## src/rtl/ctb_pkg.sv

```systemverilog
// Constants and types shared by the capture timer control block.
// Assumes a 32-bit APB slave port and one 100 MHz core clock.
package ctb_pkg;
  // Register indices; the byte address on the bus is four times the index.
  localparam logic [7:0] IDX_MAIN = 8'h00;
  localparam logic [7:0] IDX_MODE = 8'h01;
  localparam logic [7:0] IDX_EVT = 8'h04;
  localparam logic [7:0] IDX_FLAGS = 8'h06;
  localparam logic [7:0] IDX_STATUS = 8'h07;
  localparam logic [7:0] IDX_CNT = 8'h0a;
  localparam logic [7:0] IDX_CCMP = 8'h0c;
  localparam logic [7:0] ADR_MAIN = {IDX_MAIN[5:0], 2'b00};
  localparam logic [7:0] ADR_MODE = {IDX_MODE[5:0], 2'b00};
  localparam logic [7:0] ADR_EVT = {IDX_EVT[5:0], 2'b00};
  localparam logic [7:0] ADR_FLAGS = {IDX_FLAGS[5:0], 2'b00};
  localparam logic [7:0] ADR_STATUS = {IDX_STATUS[5:0], 2'b00};
  localparam logic [7:0] ADR_CNT = {IDX_CNT[5:0], 2'b00};
  localparam logic [7:0] ADR_CCMP = {IDX_CCMP[5:0], 2'b00};
  // Reset values.
  localparam logic [7:0] RST_CTRL = 8'h00;
  localparam logic [15:0] RST_WORD = 16'h0000;
  // Writable bit masks of the three control registers.
  localparam logic [7:0] MASK_MAIN = 8'h57;
  localparam logic [7:0] MASK_MODE = 8'h77;
  localparam logic [7:0] MASK_EVT = 8'h51;
  // Field positions in the first control register.
  localparam int BIT_ENABLE = 0;
  localparam int LSB_CLOCK_SOURCE_SELECT = 1;
  localparam int BIT_SYNC = 4;
  localparam int BIT_STDBY = 6;
  // Field positions in the second control register.
  localparam int LSB_MODE = 0;
  localparam int BIT_PINEN = 4;
  localparam int BIT_INIT = 5;
  localparam int BIT_ASYNC = 6;
  // Field positions in the event control register.
  localparam int BIT_ACCEPT = 0;
  localparam int BIT_EDGE = 4;
  localparam int BIT_FILTER = 6;
  // Number of equal samples before the filtered event is taken as stable.
  localparam int FILTER_DEPTH = 4;
  // Clock source codes.
  localparam logic [1:0] SRC_UNDIV = 2'h0;
  localparam logic [1:0] SRC_HALVED = 2'h1;
  localparam logic [1:0] SRC_BORROWED = 2'h3;
  // Count mode codes.
  localparam logic [2:0] MODE_PERIODIC = 3'h0;
  localparam logic [2:0] MODE_TIMEOUT = 3'h1;
  localparam logic [2:0] MODE_SNAPSHOT = 3'h2;
  localparam logic [2:0] MODE_PERIOD = 3'h3;
  localparam logic [2:0] MODE_WIDTH = 3'h4;
  localparam logic [2:0] MODE_PERWIDTH = 3'h5;
  localparam logic [2:0] MODE_SINGLE = 3'h6;
  localparam logic [2:0] MODE_EIGHT_BIT_WAVEFORM_MODE = 3'h7;
  // Phases of the period-and-width measurement.
  typedef enum logic [2:0] {
    PH_IDLE = 3'b001,
    PH_WIDTH = 3'b010,
    PH_PERIOD = 3'b100
  } ctb_phase_t;
endpackage : ctb_pkg

```

## src/rtl/ctb_evt_if.sv

```systemverilog
// Interface carrying the conditioned event from the filter to the timer.
// Assumes both ends run on the same core clock.
interface ctb_evt_if;
  logic level; // Conditioned event level.
  logic rise; // One-cycle pulse on a rising edge of level.
  logic fall; // One-cycle pulse on a falling edge of level.
  modport src (output level, output rise, output fall);
  modport dst (input level, input rise, input fall);
endinterface : ctb_evt_if

```

## src/rtl/ctb_capture_timer.sv

```systemverilog
// Capture timer control: APB registers, clock source, count modes and waveform pin.
// Assumes an APB master on core_clk and a synchronous event input and companion timer.
// Functional notes
// Enable bit starts the timer; clear stops counting.
// Clock source: undivided, halved, or companion clock.
// Standby run keeps counting; ignored with companion clock.
// Sync bit restarts counter on companion restart.
// Single-shot synced: output high when counter starts.
// Single-shot async: output high when event arrives.
// Start level bit sets initial pin level.
// Start level ignored in eight-bit and single-shot.
// Pin enable lets waveform override port output.
// Software sets the pin direction to output.
// Count mode field selects one of eight modes.
// Filter bit enables event noise cancellation.
// Accept bit lets events act; otherwise ignored.
// Periodic and eight-bit modes ignore event edges.
// Timeout mode: selected edge starts, other stops.
// Snapshot mode: selected edge captures and flags.
// Period mode: capture, clear and restart, flag.
// Width mode: one edge restarts, other captures.
// Period-and-width: restart, capture, then stop and flag.
// Single-shot: rising starts, or either edge.
// Filter needs four equal samples, four cycles delay.
// Events last at least one clock cycle.
// Flag clears on write one or capture read.
// Unused control bits read zero; fields reset zero.
//
// Register access over APB was left to the implementer.
module ctb_capture_timer
  import ctb_pkg::*;
(
  input wire logic core_clk,
  input wire logic rst,
  input wire logic ce,
  input wire logic psel,
  input wire logic penable,
  input wire logic pwrite,
  input wire logic [7:0] paddr,
  input wire logic [31:0] pwdata,
  output logic [31:0] prdata,
  output logic pready,
  output logic pslverr,
  input wire logic eventIn,
  input wire logic companionTick,
  input wire logic companionRestart,
  input wire logic standbySleep,
  output logic waveformOut,
  output logic waveformOe
);
  // True for every address that holds a register.
  function automatic logic isMapped(input logic [7:0] a);
    return a == ADR_MAIN || a == ADR_MODE || a == ADR_EVT || a == ADR_FLAGS ||
           a == ADR_STATUS || a == ADR_CNT || a == ADR_CCMP;
  endfunction : isMapped

  logic [7:0] ctrlMain; // First control register.
  logic [7:0] ctrlMode; // Second control register.
  logic [7:0] evtCtrl; // Event control register.
  logic [15:0] cnt; // Counter.
  logic [15:0] ccmp; // Capture, compare and top value.
  logic capFlag; // Capture flag.
  logic runFlag; // Run state for the modes that start on events and stop on events or at top.
  logic waveLevel; // Registered waveform level.
  logic halfTick; // Divide-by-two toggle.
  logic primed; // Read data is loaded and the access may complete.
  ctb_phase_t phase; // Period-and-width measurement phase.
  ctb_evt_if evt (); // Conditioned event from the filter.

  // Field decode.
  logic enable;
  logic [1:0] clock_source_select;
  logic companionSync;
  logic standbyRun;
  logic [2:0] mode;
  logic pinEn;
  logic startLevel;
  logic asyncOut;
  logic accept;
  logic edgeSel;
  logic filterOn;
  assign enable = ctrlMain[BIT_ENABLE];
  assign clock_source_select = ctrlMain[LSB_CLOCK_SOURCE_SELECT +: 2];
  assign companionSync = ctrlMain[BIT_SYNC];
  assign standbyRun = ctrlMain[BIT_STDBY];
  assign mode = ctrlMode[LSB_MODE +: 3];
  assign pinEn = ctrlMode[BIT_PINEN];
  assign startLevel = ctrlMode[BIT_INIT];
  assign asyncOut = ctrlMode[BIT_ASYNC];
  assign accept = evtCtrl[BIT_ACCEPT];
  assign edgeSel = evtCtrl[BIT_EDGE];
  assign filterOn = evtCtrl[BIT_FILTER];

  // Bus strobes.
  logic access;
  logic wrEn;
  logic rdCcmp;
  logic cntWrite;
  logic ccmpWrite;
  assign pready = ce & psel & penable & primed;
  assign access = psel & penable & pready;
  assign pslverr = pready & ~isMapped(paddr);
  assign wrEn = access & pwrite & isMapped(paddr);
  assign rdCcmp = access & ~pwrite & (paddr == ADR_CCMP);
  assign cntWrite = wrEn & (paddr == ADR_CNT);
  assign ccmpWrite = wrEn & (paddr == ADR_CCMP);

  // Event conditioning with the optional noise filter.
  ctb_event_filter u_filter (
    .core_clk(core_clk),
    .rst(rst),
    .ce(ce),
    .eventIn(eventIn),
    .filterOn(filterOn),
    .evt(evt)
  );

  // Timing and event terms.
  logic srcTick;
  logic halted;
  logic active;
  logic countTick;
  logic eventsOn;
  logic selEdge;
  logic oppEdge;
  logic startEdge;
  logic freeMode;
  logic running;
  logic hitTop;
  logic syncRestart;
  logic restartNow;
  logic capNow;
  logic flagSet;
  logic singleMode;

  // The source tick picks the counting rate.
  always_comb begin
    unique case (clock_source_select)
      SRC_UNDIV: srcTick = 1'b1;
      SRC_HALVED: srcTick = halfTick;
      SRC_BORROWED: srcTick = companionTick;
      default: srcTick = 1'b0;
    endcase
  end

  assign halted = standbySleep & ~standbyRun & (clock_source_select != SRC_BORROWED);
  assign active = enable & ~halted;
  assign countTick = active & srcTick;
  assign eventsOn = active & accept;
  assign selEdge = eventsOn & (edgeSel ? evt.fall : evt.rise);
  assign oppEdge = eventsOn & (edgeSel ? evt.rise : evt.fall);
  assign startEdge = eventsOn & (evt.rise | (edgeSel & evt.fall));
  assign singleMode = (mode == MODE_SINGLE);
  assign freeMode = !(mode == MODE_TIMEOUT || mode == MODE_PERWIDTH || singleMode);
  assign running = freeMode ? enable : runFlag;
  assign syncRestart = active & companionSync & companionRestart;

  // Top compare depends on the mode; capture modes never wrap on a compare.
  always_comb begin
    unique case (mode)
      MODE_PERIODIC, MODE_TIMEOUT, MODE_SINGLE: hitTop = (cnt == ccmp);
      MODE_EIGHT_BIT_WAVEFORM_MODE: hitTop = (cnt[7:0] == ccmp[7:0]);
      default: hitTop = 1'b0;
    endcase
  end

  // Edge actions that clear, capture or flag, per count mode.
  always_comb begin
    restartNow = 1'b0;
    capNow = 1'b0;
    flagSet = 1'b0;
    unique case (mode)
      MODE_SNAPSHOT: begin
        capNow = selEdge;
        flagSet = selEdge;
      end
      MODE_PERIOD: begin
        capNow = selEdge;
        restartNow = selEdge;
        flagSet = selEdge;
      end
      MODE_WIDTH: begin
        restartNow = selEdge;
        capNow = oppEdge;
        flagSet = oppEdge;
      end
      MODE_PERWIDTH: begin
        restartNow = (phase == PH_IDLE) & selEdge;
        capNow = (phase == PH_WIDTH) & oppEdge;
        flagSet = (phase == PH_PERIOD) & selEdge;
      end
      default: begin
        // Periodic, timeout, single-shot and eight-bit modes flag at top only.
        flagSet = countTick & running & hitTop;
      end
    endcase
  end

  // Divide-by-two toggle for the halved source.
  always_ff @(posedge core_clk) begin
    if (rst) begin
      halfTick <= 1'b0;
    end else if (ce && active) begin
      halfTick <= ~halfTick;
    end
  end

  // Control registers; unused bits are never stored.
  always_ff @(posedge core_clk) begin
    if (rst) begin
      ctrlMain <= RST_CTRL;
      ctrlMode <= RST_CTRL;
      evtCtrl <= RST_CTRL;
    end else if (wrEn) begin
      if (paddr == ADR_MAIN) begin
        ctrlMain <= pwdata[7:0] & MASK_MAIN;
      end
      if (paddr == ADR_MODE) begin
        ctrlMode <= pwdata[7:0] & MASK_MODE;
      end
      if (paddr == ADR_EVT) begin
        evtCtrl <= pwdata[7:0] & MASK_EVT;
      end
    end
  end

  // Counter: a bus write has priority, then restarts, then counting.
  always_ff @(posedge core_clk) begin
    if (rst) begin
      cnt <= RST_WORD;
    end else if (ce) begin
      if (cntWrite) begin
        cnt <= pwdata[15:0];
      end else if (syncRestart || restartNow) begin
        cnt <= RST_WORD;
      end else if (countTick && running) begin
        cnt <= hitTop ? RST_WORD : cnt + 16'h0001;
      end
    end
  end

  // Capture register: a bus write, or a copy of the counter on capture.
  always_ff @(posedge core_clk) begin
    if (rst) begin
      ccmp <= RST_WORD;
    end else if (ce) begin
      if (ccmpWrite) begin
        ccmp <= pwdata[15:0];
      end else if (capNow) begin
        ccmp <= cnt;
      end
    end
  end

  // Capture flag: a set in the same cycle as a clear wins.
  always_ff @(posedge core_clk) begin
    if (rst) begin
      capFlag <= 1'b0;
    end else if (ce) begin
      if (flagSet) begin
        capFlag <= 1'b1;
      end else if (wrEn && paddr == ADR_FLAGS && pwdata[0]) begin
        capFlag <= 1'b0;
      end else if (rdCcmp && mode >= MODE_SNAPSHOT && mode <= MODE_PERWIDTH) begin
        capFlag <= 1'b0;
      end
    end
  end

  // Run state for the modes that start and stop on events or at top.
  always_ff @(posedge core_clk) begin
    if (rst) begin
      runFlag <= 1'b0;
    end else if (ce) begin
      if (!enable) begin
        runFlag <= 1'b0;
      end else if (mode == MODE_TIMEOUT) begin
        if (selEdge) begin
          runFlag <= 1'b1;
        end else if (oppEdge) begin
          runFlag <= 1'b0;
        end
      end else if (singleMode) begin
        if (!runFlag && startEdge) begin
          runFlag <= 1'b1;
        end else if (countTick && runFlag && hitTop) begin
          runFlag <= 1'b0;
        end
      end else if (mode == MODE_PERWIDTH) begin
        if (restartNow) begin
          runFlag <= 1'b1;
        end else if (flagSet) begin
          runFlag <= 1'b0;
        end
      end
    end
  end

  // Period-and-width phase sequence.
  always_ff @(posedge core_clk) begin
    if (rst) begin
      phase <= PH_IDLE;
    end else if (ce) begin
      if (!enable || mode != MODE_PERWIDTH) begin
        phase <= PH_IDLE;
      end else begin
        unique case (phase)
          PH_IDLE: if (selEdge) begin
            phase <= PH_WIDTH;
          end
          PH_WIDTH: if (oppEdge) begin
            phase <= PH_PERIOD;
          end
          PH_PERIOD: if (selEdge) begin
            phase <= PH_IDLE;
          end
          default: phase <= PH_IDLE;
        endcase
      end
    end
  end

  // Waveform level: start level when idle outside single-shot and eight-bit, pulse in single-shot, duty in eight-bit.
  always_ff @(posedge core_clk) begin
    if (rst) begin
      waveLevel <= 1'b0;
    end else if (ce) begin
      if (!enable) begin
        waveLevel <= (singleMode || mode == MODE_EIGHT_BIT_WAVEFORM_MODE) ? 1'b0 : startLevel;
      end else if (singleMode) begin
        if (!runFlag && startEdge) begin
          waveLevel <= 1'b1;
        end else if (countTick && runFlag && hitTop) begin
          waveLevel <= 1'b0;
        end
      end else if (mode == MODE_EIGHT_BIT_WAVEFORM_MODE && countTick) begin
        if (hitTop) begin
          waveLevel <= 1'b1;
        end else if (cnt[7:0] == ccmp[15:8]) begin
          waveLevel <= 1'b0;
        end
      end
    end
  end

  // Pin drive; the async path follows the raw event without waiting a clock.
  logic asyncHigh;
  assign asyncHigh = singleMode & asyncOut & eventsOn & ~runFlag & eventIn;
  assign waveformOut = pinEn & (waveLevel | asyncHigh);
  assign waveformOe = pinEn;

  // Read data is loaded in the setup cycle so the access completes one cycle later.
  always_ff @(posedge core_clk) begin
    if (rst) begin
      prdata <= '0;
      primed <= 1'b0;
    end else if (ce) begin
      primed <= psel & ~(penable & primed);
      if (psel && !penable) begin
        unique case (paddr)
          ADR_MAIN: prdata <= {24'h000000, ctrlMain};
          ADR_MODE: prdata <= {24'h000000, ctrlMode};
          ADR_EVT: prdata <= {24'h000000, evtCtrl};
          ADR_FLAGS: prdata <= {31'h00000000, capFlag};
          ADR_STATUS: prdata <= {31'h00000000, running};
          ADR_CNT: prdata <= {16'h0000, cnt};
          ADR_CCMP: prdata <= {16'h0000, ccmp};
          default: prdata <= '0;
        endcase
      end
    end
  end
endmodule : ctb_capture_timer

```

## src/rtl/ctb_event_filter.sv

```systemverilog
// Event input conditioner: optional four-sample noise filter and edge detector.
// Assumes the event input is synchronous to core_clk.
module ctb_event_filter
  import ctb_pkg::*;
(
  input wire logic core_clk,
  input wire logic rst,
  input wire logic ce,
  input wire logic eventIn,
  input wire logic filterOn,
  ctb_evt_if.src evt
);
  logic [FILTER_DEPTH-1:0] samples; // Last observed event samples.
  logic level; // Conditioned level.
  logic prevLevel; // Level one cycle earlier, for edge detection.

  // Shift in a new sample each enabled cycle.
  always_ff @(posedge core_clk) begin
    if (rst) begin
      samples <= '0;
    end else if (ce) begin
      samples <= {samples[FILTER_DEPTH-2:0], eventIn};
    end
  end

  // The level follows the input directly, or only once all samples agree.
  always_ff @(posedge core_clk) begin
    if (rst) begin
      level <= 1'b0;
    end else if (ce) begin
      if (!filterOn) begin
        level <= eventIn;
      end else if (&samples) begin
        level <= 1'b1;
      end else if (~|samples) begin
        level <= 1'b0;
      end
    end
  end

  // Remember the previous level.
  always_ff @(posedge core_clk) begin
    if (rst) begin
      prevLevel <= 1'b0;
    end else if (ce) begin
      prevLevel <= level;
    end
  end

  assign evt.level = level;
  assign evt.rise = level & ~prevLevel;
  assign evt.fall = ~level & prevLevel;
endmodule : ctb_event_filter

```

## config.mk

```make
export PLATFORM = sky130hd
export DESIGN_NAME = ctb_capture_timer
export DESIGN_NICKNAME = d
export VERILOG_FILES = /design/src/rtl/ctb_pkg.sv /design/src/rtl/ctb_evt_if.sv /design/src/rtl/ctb_capture_timer.sv /design/src/rtl/ctb_event_filter.sv
export SDC_FILE = /design/constraint.sdc
export NUM_CORES = 1
export LEC_CHECK = 0
export BUFFER_PORTS_ARGS = -buffer_cell sky130_fd_sc_hd__buf_2
export CAP_MARGIN = 30
export CORE_UTILIZATION = 61
export CTS_CLUSTER_SIZE = 20
export DETAILED_ROUTE_END_ITERATION = 10
export PLACE_DENSITY = 0.87
export SYNTH_ARGS = -nofsm -noshare
export SYNTH_HDL_FRONTEND = slang
export SYNTH_HIERARCHICAL = 1
export SYNTH_SLANG_ARGS = --single-unit
```

## constraint.sdc

```tcl
create_clock -name core_clk -period 6.6 [get_ports core_clk]
set_input_delay 0.99 -clock core_clk [delete_from_list [all_inputs] [get_ports core_clk]]
set_output_delay 0.99 -clock core_clk [all_outputs]
set_load 0.03 [all_outputs]
```

==> summary.md <==
| Metric | Value |
|---|---|
| Run status | `complete, no violations` |
| Final Wtd Congestion | `a little over 0.9` |
| RSZ-0062 raised after global routing | `no` |
| # diodes | `0` |
| R2r setup slk | `between 3 and 4 ns` |
| Clock Pin Slew Worst Setup and Hold Paths | `roughly 0.09 ns` |
| Tcrit/Tclk final | `56.5%` |
| Static Leakage | `1.86 nW` |
| Yosys Warn Count | `6` |
| Setup WS pre-CTS | `between 2 and 3 ns` |
| Initial antenna violation count | `0` |
| Hold Buf Count CTS | `0` |
| Final min period | `3.73 ns` |
| Power density over the cells | `186 mW/mm^2` |
| CP arrival | `4.00 ns` |
| CTS root buffer | `clkbuf_8` |
| Unique masters post-synth | `70` |
| CTS buffer count | `9` |
| HP Class | `reg2reg` |
| CP max-delay cell | `and4_1` |
| Die Area | `0.00821 mm^2` |
| FMAX | `approximately 270 MHz` |
| Detailed-router iteration count before antenna repair | `6` |
| CTS Buffer Depth | `2` |
| Crit path launch type | `input pin` |
| Area leader, netlist | `dfxtp_1` |
| Top cells by count, synth | `dfxtp_1, nor2_1, a211oi_1, mux2i_1, nand2_1` |
| Top post-synthesis cells by area | `dfxtp_1, mux2i_1, nor2_1` |
| Critical path's largest stage delay | `around 0.74 ns` |
| First-pass GRT wire length | `between 20000 and 25000 um` |
| Grt total ovfl | `0` |
| Fraction of layout cells with a size suffix above 1 | `15.3%` |
| Post-synth EDFFs | `0` |
| Skew final | `about 0.013 ns` |
| Mapped Area | `~0.0048 mm^2` |
| Crit path required time | `6.86 ns` |
| Final Max Slew Viols | `0` |
| CTS HTree Levels | `3` |
| CP top delay family | `simple AND/OR/NAND/NOR gates` |
| Clock latency on the worst-skew pair | `around 0.37 ns` |
| # setup viols final | `0` |
| Nets | `roughly 670` |
| Post-route setup slack | `roughly 2.9 ns` |
| Routed Antenna Nets | `0` |
| Main flop type after synthesis | `dfxtp_1` |
| Avg Inst Size Synth | `~8 um^2` |
| Vias | `about 4800` |
| Async SR Flop Fraction | `0%` |
| Initial Util | `about two thirds` |
| CP Capture Type | `flop` |
| Synth Instances | `just under 600` |
| Setup_tns | `0 ns` |
| GR Util All Layers | `33.0%` |
| Max-slew headroom | `between 40% and 50%` |
| Post-CTS Repair Setup Buffers | `0` |
| VDD IR max | `about 0.11 mV` |
| Post-CTS Resized | `0` |
| Yosys top cell area share | `31.7%` |
| CP bufs+invs | `2` |
| Post-synthesis sequential area ratio | `a little under a third` |
| WS Path Type | `in2reg` |
| Via-per-instance ratio | `6.60` |
| Vias in the first global route | `about 4400` |
| #FFs+latches synth | `76` |
| Starting DRT DRC Count | `between 400 and 500` |
| Most common cell in the netlist | `dfxtp_1` |
| Largest net degree at the start of global routing | `about 80` |
| CTS tree | `done` |
| CP Cell Sequence | `buf_2 > nor4_1 > and4_1 > o2111ai_4 > a21oi_2 > buf_4 > nor2_1 > a211oi_1` |
| Die Y | `between 90 and 100 um` |
| CP Max Fanout | `31` |
| Number of clock sinks | `76` |
| Post-Route WL | `about 13000 um` |
| Fin. Hold Viols | `0` |
| PortBufs | `53` |
| # DRC | `0` |
| Half-perimeter wire length after placement | `between 9000 and 10000 um` |
| Core Footprint | `roughly 0.0074 mm^2` |
| Worst slew pin tran | `between 0.8 and 0.9 ns` |
| Die width | `90.6 um` |
| Area Growth Syn to Fin | `8.67%` |
| Max cap viols | `0` |
| Cell Rows | `31` |
| WL/cell | `18.4 um` |
| Number of I/O pins | `86` |
-- where the power goes --
part	leakage, nW	switching [W]	internal, W	total, W
logic	1.14	0.0000632	0.0000236	0.0000867
registers	0.615	0.00000358	0.000464	0.000468
clock network	0.112	0.000197	0.000219	0.000416
-- path summary, 6_finish.rpt --
kind	start	end	cells past startpoint
setup reg to reg	ctrlMode[2]$_SDFFE_PP0P_	cnt[11]$_SDFFE_PP0P_	6
hold reg to reg	primed$_SDFFE_PP0P_	primed$_SDFFE_PP0P_	2
setup / recovery	paddr[2]	ccmp[11]$_SDFFE_PP0P_	8
hold / removal	primed$_SDFFE_PP0P_	primed$_SDFFE_PP0P_	2
-- placed cells by master (no fill, tap or decap), types with 7 or more instances in the layout --
master,instances
a221oi_1,7
xnor2_1,27
mux2i_1,32
conb_1,16
nand3_1,16
inv_1,22
clkbuf_8,9
nand2_1,31
nor4_1,10
a21oi_1,30
nand4_1,8
nor3_1,14
buf_2,53
a32oi_1,9
a211oi_1,34
o21ai_0,13
nor2_1,74
dfxtp_1,76
a22oi_1,18
o32ai_1,14
nor2b_1,9
-- stage by stage --
| stage | total power (W) | utilization (%) | hold WS (ns) | cell area (um^2) | instances |
|---|---|---|---|---|---|
| after floorplan | 0.000541 | - | 0.444 | 4850 | 606 |
| after global placement | 0.000562 | 66.8 | 0.454 | 4950 | 702 |
| after detailed placement | 0.000564 | 67.2 | 0.467 | 4980 | 704 |
| after CTS | 0.000968 | 70.3 | 0.479 | 5210 | 720 |
| after global routing | 0.000999 | 70.3 | 0.523 | 5210 | 720 |
| final | 0.000970 | 70.3 | 0.480 | 5210 | 720 |
-- flip-flops by register name, summed over array words and instances, names as in the netlist, 3 cells and up --
name / flops
ccmp: 16
cnt: 16
ctrlMain: 5
ctrlMode: 6
evtCtrl: 3
phase: 3
prdata: 16
u_filter/samples: 4
-- final cells by class --
type / count / area [um^2]
flip-flops and latches: 76 / 1520
fillers: 593 / 2200
inverters: 23 / 86.3
repair buffers: 59 / 322
well taps: 99 / 124
multi-input cells: 447 / 2930
clock inverters: 7 / 105
clock buffers: 9 / 124
-- cell families (layout without fill, tap and decap cells) --
group / count (synthesis) / count (layout) / synth area share [%]
adders and majority gates: 1 / 1 / 0.261
other: 1 / 16 / 0.0783
and+or+nand+nor: 202 / 202 / 21.4
buffers and inverters: 83 / 98 / 8.43
xor gates and xnor gates: 28 / 28 / 5.12
DFF: 76 / 76 / 31.7
AOI/OAI and AO/OA: 166 / 166 / 25.8
muxes: 34 / 34 / 7.15
-- per-layer routing --
metal | GRT usage (%) | wire (um) | vias to the layer above
li1 | - | - | 2212
met1 | 44.0 | 5410 | 2156
met2 | 50.4 | 5780 | 337
met3 | 8.92 | 1600 | 49
met4 | 13.2 | 465 | 0
met5 | 0 | 0 | -
-- worst min-delay path, cell delays in order (launching register included) --
cell     delay, ns
dfxtp_1       0.33
nand2_1       0.06
a21oi_1       0.05
Power figures use the tool's default switching activity.
